File: src/logic/cie_defines.vh
// Constants for the interrupt entry and return block.
`ifndef CIE_DEFINES_VH
`define CIE_DEFINES_VH
// Register offsets in data space.
`define CIE_OFS_PEND       7'h5a
`define CIE_OFS_ENABLE     7'h5b
`define CIE_OFS_SP_LOW     7'h5d
`define CIE_OFS_SP_HIGH    7'h5e
`define CIE_OFS_CORE_FLAGS 7'h5f
// Core flag bit positions.
`define CIE_BIT_GIE   7
`define CIE_BIT_T     6
`define CIE_BIT_H     5
`define CIE_BIT_S     4
`define CIE_BIT_V     3
`define CIE_BIT_N     2
`define CIE_BIT_Z     1
`define CIE_BIT_C     0
// Reset values.
`define CIE_RST_FLAGS  8'h00
`define CIE_RST_ENABLE 8'h00
`define CIE_RST_PEND   8'h00
// Cycle counts.
`define CIE_ENTRY_CYCLES  3'h4
`define CIE_RETURN_CYCLES 3'h4
`define CIE_WAKE_EXTRA    3'h4
`define CIE_JUMP_CYCLES   3'h3
`endif

File: src/logic/cie_pend.v
// Latched pending flags of the flag-type sources.
`timescale 1ns/1ns
module cie_pend #(
    parameter N = 4
) (
    // Clock and reset
    input  wire         clk,
    input  wire         rst_n,
    // Events and clears
    input  wire [N-1:0] event_in,
    input  wire [N-1:0] sw_clear,
    input  wire [N-1:0] hw_ack,
    // State
    output reg  [N-1:0] pend_reg
);

    wire [N-1:0] pend_next;

    // A new event beats a clear in the same cycle, so no edge is lost.
    assign pend_next = (pend_reg & ~sw_clear & ~hw_ack) | event_in;

    always @(posedge clk or negedge rst_n) begin
        if (!rst_n) begin
            pend_reg <= {N{1'b0}};
        end else begin
            pend_reg <= pend_next;
        end
    end

endmodule // cie_pend

File: src/logic/cie_prio.v
// Fixed priority pick among enabled requests.
`timescale 1ns/1ns
module cie_prio #(
    parameter N = 6
) (
    // Requests
    input  wire [N-1:0] req,
    input  wire         gie,
    // Winner
    output wire         any,
    output wire [7:0]   idx,
    output wire [N-1:0] onehot
);

    function [7:0] first_set;
        input [N-1:0] v;
        integer i;
        begin
            first_set = 8'h00;
            for (i = N - 1; i >= 0; i = i - 1) begin
                if (v[i]) begin
                    first_set = i[7:0];
                end
            end
        end
    endfunction

    wire [N-1:0] gated;

    assign gated  = gie ? req : {N{1'b0}};
    assign any    = |gated;
    // Lowest index sits at the lowest vector and wins.
    assign idx    = first_set(gated);
    assign onehot = any ? ({{(N-1){1'b0}}, 1'b1} << idx) : {N{1'b0}};

endmodule // cie_prio

File: src/logic/cie_core.v
// Interrupt acceptance, entry, return, stack pointer and core flags.
`timescale 1ns/1ns
`include "cie_defines.vh"
// Notes on behaviour
// - Take only when source and global enabled.
// - Lowest vector first; reset highest.
// - Taking an interrupt clears global enable.
// - Global enable set inside handler allows nesting.
// - Return instruction sets global enable.
// - Taken flag source vectors and clears flag.
// - Writing one clears pending flag.
// - Disabled flags stay latched, served later.
// - Level sources request only while present.
// - One instruction runs after return first.
// - Core flags never saved or restored.
// - Clear-enable acts at once, same cycle.
// - Instruction after set-enable runs first.
// - Entry four cycles, pushes return address.
// - Vector jump takes three cycles.
// - Multi-cycle instruction completes before taking.
// - Wake from sleep adds four cycles.
// - Return four cycles, pops, adds two.
// - Stack pointer 16 bits, reset top.
// - Core flags layout, read/write, reset zero; S bit ignores writes.
// - Sign equals negative xor overflow.
// - Bit-copy flag for store and load.
// - Entry push lowers stack pointer two.
module cie_core #(
    parameter        NF         = 4,
    parameter        NL         = 2,
    parameter [15:0] TOP_OF_RAM = 16'h015f,
    parameter [15:0] VEC_BASE   = 16'h0000,
    parameter [15:0] VEC_STEP   = 16'h0001
) (
    // Clock and reset
    input  wire          clk,
    input  wire          arst_n,
    // Register access port
    input  wire [6:0]    io_addr,
    input  wire          io_wr,
    input  wire          io_rd,
    input  wire [7:0]    io_wdata,
    output reg  [7:0]    io_rdata,
    // Interrupt sources
    input  wire [NF-1:0] flag_event,
    input  wire [NL-1:0] level_req,
    // Sequencer
    input  wire          instr_boundary,
    input  wire          sleeping,
    input  wire          op_set_gie,
    input  wire          op_clear_gie,
    input  wire          return_from_handler,
    input  wire [15:0]   pc_now,
    output wire          busy,
    output reg           pc_load,
    output reg  [15:0]   pc_target,
    output reg           taken,
    // ALU and bit copy
    input  wire          alu_we,
    input  wire [7:0]    alu_flags,
    input  wire          bit_store_op,
    input  wire          bit_store_val,
    output wire          bit_load_val,
    // Stack memory
    output wire          stk_we,
    output wire          stk_re,
    output wire [15:0]   stk_addr,
    output wire [7:0]    stk_wdata,
    input  wire [7:0]    stk_rdata,
    // Visible state
    output wire [7:0]    core_flags,
    output wire [15:0]   stack_pointer,
    output wire [NF-1:0] pend_flags
);

    localparam NS = NF + NL;

    localparam [2:0] ST_IDLE  = 3'h0;
    localparam [2:0] ST_WAKE  = 3'h1;
    localparam [2:0] ST_ENTRY = 3'h2;
    localparam [2:0] ST_RET   = 3'h3;

    function [7:0] pack_flags;
        input gie, t, h, v, n, z, c;
        begin
            pack_flags = 8'h00;
            pack_flags[`CIE_BIT_GIE] = gie;
            pack_flags[`CIE_BIT_T]   = t;
            pack_flags[`CIE_BIT_H]   = h;
            pack_flags[`CIE_BIT_S]   = n ^ v;
            pack_flags[`CIE_BIT_V]   = v;
            pack_flags[`CIE_BIT_N]   = n;
            pack_flags[`CIE_BIT_Z]   = z;
            pack_flags[`CIE_BIT_C]   = c;
        end
    endfunction

    // Reset release through two flip-flops.
    reg rst_meta_reg;
    reg rst_sync_reg;
    wire rst_n;

    always @(posedge clk or negedge arst_n) begin
        if (!arst_n) begin
            rst_meta_reg <= 1'b0;
            rst_sync_reg <= 1'b0;
        end else begin
            rst_meta_reg <= 1'b1;
            rst_sync_reg <= rst_meta_reg;
        end
    end

    assign rst_n = rst_sync_reg;

    // State.
    reg  [2:0]    state_reg;
    reg  [2:0]    cnt_reg;
    reg  [15:0]   sp_reg;
    reg  [15:0]   ret_pc_reg;
    reg  [7:0]    ret_hi_reg;
    reg  [15:0]   vec_reg;
    reg  [7:0]    enable_reg;
    reg           defer_reg;
    reg           gie_reg;
    reg           t_reg;
    reg           h_reg;
    reg           v_reg;
    reg           n_reg;
    reg           z_reg;
    reg           c_reg;
    wire [NF-1:0] pend_reg;

    // Register decode.
    wire wr_pend  = io_wr && (io_addr == `CIE_OFS_PEND);
    wire wr_en    = io_wr && (io_addr == `CIE_OFS_ENABLE);
    wire wr_spl   = io_wr && (io_addr == `CIE_OFS_SP_LOW);
    wire wr_sph   = io_wr && (io_addr == `CIE_OFS_SP_HIGH);
    wire wr_flags = io_wr && (io_addr == `CIE_OFS_CORE_FLAGS);

    // Clear-enable masks requests in its own cycle.
    wire gie_eff = gie_reg && !op_clear_gie;

    // Level sources carry no latch and vanish with their condition.
    wire [NS-1:0] req_all = {level_req, pend_reg} & enable_reg[NS-1:0];

    wire          win_any;
    wire [7:0]    win_idx;
    wire [NS-1:0] win_onehot;

    cie_prio #(
        .N      (NS)
    ) u_prio (
        .req    (req_all),
        .gie    (gie_eff),
        .any    (win_any),
        .idx    (win_idx),
        .onehot (win_onehot)
    );

    // Sleep has no boundaries, so a waiting request is taken directly.
    wire at_boundary = instr_boundary || sleeping;
    wire take = (state_reg == ST_IDLE) && win_any && at_boundary && !defer_reg;

    wire [NF-1:0] hw_ack = take ? win_onehot[NF-1:0] : {NF{1'b0}};
    wire [NF-1:0] sw_clr = wr_pend ? io_wdata[NF-1:0] : {NF{1'b0}};

    cie_pend #(
        .N        (NF)
    ) u_pend (
        .clk      (clk),
        .rst_n    (rst_n),
        .event_in (flag_event),
        .sw_clear (sw_clr),
        .hw_ack   (hw_ack),
        .pend_reg (pend_reg)
    );

    wire start_ret = (state_reg == ST_IDLE) && return_from_handler && !take;
    wire in_entry  = (state_reg == ST_ENTRY);
    wire in_ret    = (state_reg == ST_RET);
    wire ret_done  = in_ret && (cnt_reg == `CIE_RETURN_CYCLES - 3'h1);
    wire entry_end = in_entry && (cnt_reg == `CIE_ENTRY_CYCLES - 3'h1);
    wire [15:0] vec_now = VEC_BASE + VEC_STEP * (16'h0001 + {8'h00, win_idx});

    // Sequencer, entry and return.
    always @(posedge clk or negedge rst_n) begin
        if (!rst_n) begin
            state_reg  <= ST_IDLE;
            cnt_reg    <= 3'h0;
            ret_pc_reg <= 16'h0000;
            ret_hi_reg <= 8'h00;
            vec_reg    <= 16'h0000;
            pc_load    <= 1'b0;
            pc_target  <= 16'h0000;
            taken      <= 1'b0;
        end else begin
            pc_load <= 1'b0;
            taken   <= take;
            case (state_reg)
                ST_IDLE: begin
                    cnt_reg <= 3'h0;
                    if (take) begin
                        ret_pc_reg <= pc_now;
                        vec_reg    <= vec_now;
                        state_reg  <= sleeping ? ST_WAKE : ST_ENTRY;
                    end else if (return_from_handler) begin
                        state_reg <= ST_RET;
                    end
                end
                ST_WAKE: begin
                    if (cnt_reg == `CIE_WAKE_EXTRA - 3'h1) begin
                        cnt_reg   <= 3'h0;
                        state_reg <= ST_ENTRY;
                    end else begin
                        cnt_reg <= cnt_reg + 3'h1;
                    end
                end
                ST_ENTRY: begin
                    if (entry_end) begin
                        // The vector holds a jump the sequencer runs in
                        // its own cycles after this load.
                        pc_load   <= 1'b1;
                        pc_target <= vec_reg;
                        cnt_reg   <= 3'h0;
                        state_reg <= ST_IDLE;
                    end else begin
                        cnt_reg <= cnt_reg + 3'h1;
                    end
                end
                ST_RET: begin
                    if (cnt_reg == 3'h1) begin
                        ret_hi_reg <= stk_rdata;
                    end
                    // The low byte is valid only in the cycle after its read, so keep it here.
                    if (cnt_reg == 3'h2) begin
                        ret_pc_reg <= {ret_hi_reg, stk_rdata};
                    end
                    if (ret_done) begin
                        pc_load   <= 1'b1;
                        pc_target <= ret_pc_reg;
                        cnt_reg   <= 3'h0;
                        state_reg <= ST_IDLE;
                    end else begin
                        cnt_reg <= cnt_reg + 3'h1;
                    end
                end
                default: begin
                    cnt_reg   <= 3'h0;
                    state_reg <= ST_IDLE;
                end
            endcase
        end
    end

    // Low byte goes out first, high byte one address lower.
    assign stk_we = in_entry && (cnt_reg < 3'h2);
    assign stk_re = in_ret && (cnt_reg < 3'h2);
    assign stk_wdata = (cnt_reg == 3'h0) ? ret_pc_reg[7:0] : ret_pc_reg[15:8];
    assign stk_addr = in_entry ? (sp_reg - {13'h0000, cnt_reg}) :
                      (sp_reg + 16'h0001 + {13'h0000, cnt_reg});
    assign busy = (state_reg != ST_IDLE) || start_ret;

    // Stack pointer.
    always @(posedge clk or negedge rst_n) begin
        if (!rst_n) begin
            sp_reg <= TOP_OF_RAM;
        end else if (in_entry && cnt_reg == 3'h1) begin
            sp_reg <= sp_reg - 16'h0002;
        end else if (in_ret && cnt_reg == 3'h1) begin
            sp_reg <= sp_reg + 16'h0002;
        end else if (wr_spl) begin
            sp_reg <= {sp_reg[15:8], io_wdata};
        end else if (wr_sph) begin
            sp_reg <= {io_wdata, sp_reg[7:0]};
        end
    end

    // Global enable and the one-instruction hold-off.
    always @(posedge clk or negedge rst_n) begin
        if (!rst_n) begin
            gie_reg   <= 1'b0;
            defer_reg <= 1'b0;
        end else begin
            if (take) begin
                gie_reg <= 1'b0;
            end else if (ret_done) begin
                gie_reg <= 1'b1;
            end else if (op_clear_gie) begin
                gie_reg <= 1'b0;
            end else if (op_set_gie) begin
                gie_reg <= 1'b1;
            end else if (wr_flags) begin
                gie_reg <= io_wdata[`CIE_BIT_GIE];
            end
            // Setting the hold-off wins over its use at a boundary.
            if (ret_done || (op_set_gie && !gie_reg)) begin
                defer_reg <= 1'b1;
            end else if (instr_boundary) begin
                defer_reg <= 1'b0;
            end
        end
    end

    // Arithmetic flags and bit copy; entry and return leave them alone.
    always @(posedge clk or negedge rst_n) begin
        if (!rst_n) begin
            t_reg <= 1'b0;
            h_reg <= 1'b0;
            v_reg <= 1'b0;
            n_reg <= 1'b0;
            z_reg <= 1'b0;
            c_reg <= 1'b0;
        end else if (wr_flags) begin
            t_reg <= io_wdata[`CIE_BIT_T];
            h_reg <= io_wdata[`CIE_BIT_H];
            v_reg <= io_wdata[`CIE_BIT_V];
            n_reg <= io_wdata[`CIE_BIT_N];
            z_reg <= io_wdata[`CIE_BIT_Z];
            c_reg <= io_wdata[`CIE_BIT_C];
        end else begin
            if (bit_store_op) begin
                t_reg <= bit_store_val;
            end
            if (alu_we) begin
                h_reg <= alu_flags[`CIE_BIT_H];
                v_reg <= alu_flags[`CIE_BIT_V];
                n_reg <= alu_flags[`CIE_BIT_N];
                z_reg <= alu_flags[`CIE_BIT_Z];
                c_reg <= alu_flags[`CIE_BIT_C];
            end
        end
    end

    assign core_flags = pack_flags(gie_reg, t_reg, h_reg, v_reg, n_reg, z_reg, c_reg);
    assign bit_load_val  = t_reg;
    assign stack_pointer = sp_reg;
    assign pend_flags    = pend_reg;

    // Enable register and read data.
    always @(posedge clk or negedge rst_n) begin
        if (!rst_n) begin
            enable_reg <= `CIE_RST_ENABLE;
            io_rdata   <= 8'h00;
        end else begin
            if (wr_en) begin
                enable_reg <= io_wdata;
            end
            if (io_rd) begin
                case (io_addr)
                    `CIE_OFS_PEND:       io_rdata <= {{(8-NF){1'b0}}, pend_reg};
                    `CIE_OFS_ENABLE:     io_rdata <= enable_reg;
                    `CIE_OFS_SP_LOW:     io_rdata <= sp_reg[7:0];
                    `CIE_OFS_SP_HIGH:    io_rdata <= sp_reg[15:8];
                    `CIE_OFS_CORE_FLAGS: io_rdata <= core_flags;
                    default:             io_rdata <= 8'h00;
                endcase
            end
        end
    end

endmodule // cie_core

File: config.mk
export PLATFORM = sky130hd
export DESIGN_NAME = cie_core
export DESIGN_NICKNAME = d
export VERILOG_FILES = /design/src/logic/cie_pend.v /design/src/logic/cie_prio.v /design/src/logic/cie_core.v
export VERILOG_INCLUDE_DIRS = /design/src /design/src/logic
export SDC_FILE = /design/constraint.sdc
export NUM_CORES = 1
export LEC_CHECK = 0
export BUFFER_PORTS_ARGS = -buffer_cell sky130_fd_sc_hd__buf_4
export CORE_ASPECT_RATIO = 0.6
export CORE_UTILIZATION = 54
export CTS_CLUSTER_DIAMETER = 80
export DETAILED_ROUTE_END_ITERATION = 10
export HOLD_SLACK_MARGIN = 0.06
export PLACE_DENSITY = 0.83
export RECOVER_POWER = 50
export SYNTH_ARGS = -nofsm -noshare
export SYNTH_HDL_FRONTEND = slang
export SYNTH_SLANG_ARGS = --single-unit
export TNS_END_PERCENT = 50
File: constraint.sdc
create_clock -name clk -period 4.1 [get_ports clk]
set_input_delay 0 -clock clk [delete_from_list [all_inputs] [get_ports clk]]
set_output_delay 0 -clock clk [all_outputs]
set_load 0.05 [all_outputs]
==> impl_metrics.env <==
export IMPL_status="finished with violations"
export IMPL_violations="DRC, capacitance limit, slew limit"
export IMPL_clock_fmax_mhz=326
export IMPL_cp_num_buf_inv=1
export IMPL_ys_ff_latch=97
export IMPL_start_util_pct=56.4
export IMPL_path_cells="ha_1, nor2_1, o311ai_0, nor3_1, o22ai_1, xnor2_1, buf_4"
export IMPL_numCtsBuffers=9
export IMPL_synth_area_sq_um=6060
export IMPL_post_route_util_pct=72.4
export IMPL_io_pins=147
export IMPL_die_x_um=139
export IMPL_final_setup_viol_count=0
export IMPL_cts_resized=0
export IMPL_grt_pass1_vias=5907
export IMPL_cap_violations=1
export IMPL_worst_pin_slew_ns=2.68
export IMPL_clock_latency_ns=0.36
export IMPL_antenna_found_initial=1
export IMPL_dr_max_layer_used="met4"
export IMPL_met3_length_mm=2.16
export IMPL_cp_start_kind="flip-flop"
export IMPL_whs_ns=0.0795
export IMPL_async_reset_ff_share_pct=100
export IMPL_grt_overflow=0
export IMPL_yosys_warnings=0
export IMPL_drive_gt1_share_pct=17.4
export IMPL_timing_final_crit_period_ns=3.07
export IMPL_wl_met2_mm=8.58
export IMPL_drt_total_wl_mm=19.8
export IMPL_detail_route_iter0_violations=638
export IMPL_synth_nets=749
export IMPL_nets=913
export IMPL_placement_io_buffers=143
export IMPL_synth_area_leaders="dfrtp_1 (37%), mux2i_1 (6.6%), nand2_1 (5.3%)"
export IMPL_die_area_sq_um=11700
export IMPL_relSlewSlack_pct=-78.7
export IMPL_die_h_um=84.0
export IMPL_cts_hold_buf=58
export IMPL_track_usage_pct=35.3
export IMPL_dr_pass1_iters=8
export IMPL_rows=29
export IMPL_yosysSeqAreaShare_pct=40.2
export IMPL_synth_top_area_share_pct=37.2
export IMPL_final_cell_mix="buf_4 (97), dfrtp_1 (90), nand2_1 (86)"
export IMPL_route_detailed_wl_per_inst_um=20.4
export IMPL_cts_max_path_buffers=2
export IMPL_crit_required_ns=4.10
export IMPL_clkSinkCount=97
export IMPL_finalHoldViolCount=0
export IMPL_cts_root_buffer="clkbuf_16"
export IMPL_p_leak_nw=3.51
export IMPL_tns_ns=0
export IMPL_synth_area_leader_cell="dfrtp_1"
export IMPL_core_area_sq_um=10700
export IMPL_crit_path_top_delay_cell="dfstp_1"
export IMPL_viasPerCell=6.27
export IMPL_synthToLayoutAreaGrowth_pct=28.4
export IMPL_crit_family="compound AO/OA/AOI/OAI gates"
export IMPL_placed_area_sq_um=7070
export IMPL_cp_slowest_stage_delay_ns=0.93
export IMPL_synth_edff_count=0
export IMPL_cp_max_fo=15
export IMPL_gp_congestion=0.946
export IMPL_layout_commonest_cell="buf_4"
export IMPL_endpoint_kind="output port"
export IMPL_avgSynthCellArea_sq_um=9.14
export IMPL_synthDistinctLibCells=68
export IMPL_vias=6102
export IMPL_drc_errors=30
export IMPL_grt_pass1_wl_mm=31.6
export IMPL_crit_arrival_ns=3.07
export IMPL_hpwl_mm=13.7
export IMPL_pre_cts_ws_ns=1.41
export IMPL_htree_num_levels=3
export IMPL_p_per_area_nw_per_um2=809
export IMPL_peakVddDrop_mv=0.359
export IMPL_crit_type="reg -> out"
export IMPL_cts_setup_buffers=0
export IMPL_final_area_sq_um=7780
export IMPL_grt_max_degree=70
export IMPL_clock_skew_final_ns=0.00899
export IMPL_ys_flop_type="dfrtp_1"
export IMPL_rsz0062_at_grt="false"
export IMPL_fin_ws_ns=1.03
export IMPL_routedLengthMet1_mm=8.56
export IMPL_ant_nets=0
export IMPL_final_period_utilization_pct=74.9
export IMPL_path_clk_slew_ns=0.07
export IMPL_synth_cells=663
export IMPL_tritoncts="built"
export IMPL_drv_slew=70
export IMPL_hold_path_class="in -> reg"
-- synthesized netlist by cell type (all sizes together) (6+ instances only) --
master   n
dfrtp   90
nand2   86
o21ai   44
mux2i   40
nor2    39
a21oi   38
clkbuf  38
inv     23
ha      19
mux2    17
nand3   16
nor3    16
xnor2   15
buf     14
a22o    13
o22ai   13
a22oi   11
nor4    11
xor2    10
and3     8
or3      8
a221oi   7
dfstp    7
nand2b   6
-- per-layer routing --
metal  GRT usage (%)  vias to the layer above
met1            48.7                     2921
met4            13.0                        0
met3            9.93                       56
li1                -                     2704
met5               0                        -
met2            52.9                      421
-- stage by stage --
stage	power, mW	std cells
after CTS	6.33	971
final	6.29	973
after detailed placement	5.38	897
after floorplan	4.38	663
after global routing	6.60	972
after global placement	5.27	897
-- power breakdown --
part | total [mW] | internal (mW) | switching (mW)
combinational | 3.52 | 1.12 | 2.41
clock | 0.891 | 0.487 | 0.404
sequential | 1.87 | 1.28 | 0.590
-- cell families (layout without fill, tap and decap cells) --
| family | after synthesis | after routing | share of synthesized area [%] |
|---|---|---|---|
| simple gates | 222 | 222 | 17.9 |
| compound gates | 165 | 165 | 17.8 |
| flops | 97 | 97 | 40.2 |
| buf+inv | 75 | 244 | 6.01 |
| mux | 57 | 57 | 9.77 |
| xor+xnor | 25 | 25 | 3.61 |
| fa+ha+maj | 21 | 21 | 4.58 |
| other cells | 1 | 3 | 0.0619 |
-- tightest hold or removal path: cells and delay by family --
| kind | cells | cell delay (ns) |
|---|---|---|
| compound gates | 1 | 0.14 |
| simple gates | 1 | 0.14 |
| buf+inv | 1 | 0.11 |
-- worst paths after layout --
path                                                    from                            to  slack (ns)  cells past startpoint
worst min register to register        rst_meta_reg$_DFF_PN0_               rst_n$_DFF_PN0_        0.35                      0
worst min-delay path                          instr_boundary         defer_reg$_DFFE_PN0P_        0.08                      3
max in group asynchronous                    rst_n$_DFF_PN0_  stack_pointer[0]$_DFFE_PN1P_        1.40                      1
min in group asynchronous                             arst_n        rst_meta_reg$_DFF_PN0_        0.51                      3
worst max register to register          cnt_reg[1]$_DFF_PN0_  stack_pointer[9]$_DFFE_PN0P_        1.26                      6
worst max-delay path            stack_pointer[1]$_DFFE_PN1P_                   stk_addr[9]        1.03                      7
-- cell type report --
cell class | instances | area, sq um
inverters | 23 | 86.3
fillers | 798 | 2960
flip-flops and latches | 97 | 2440
clock inverters | 7 | 87.6
diodes | 2 | 5.00
clock buffers | 9 | 225
well taps | 139 | 174
repair buffers | 205 | 1500
multi-input cells | 491 | 3260
Note: power is estimated with default switching activity, not from simulation.
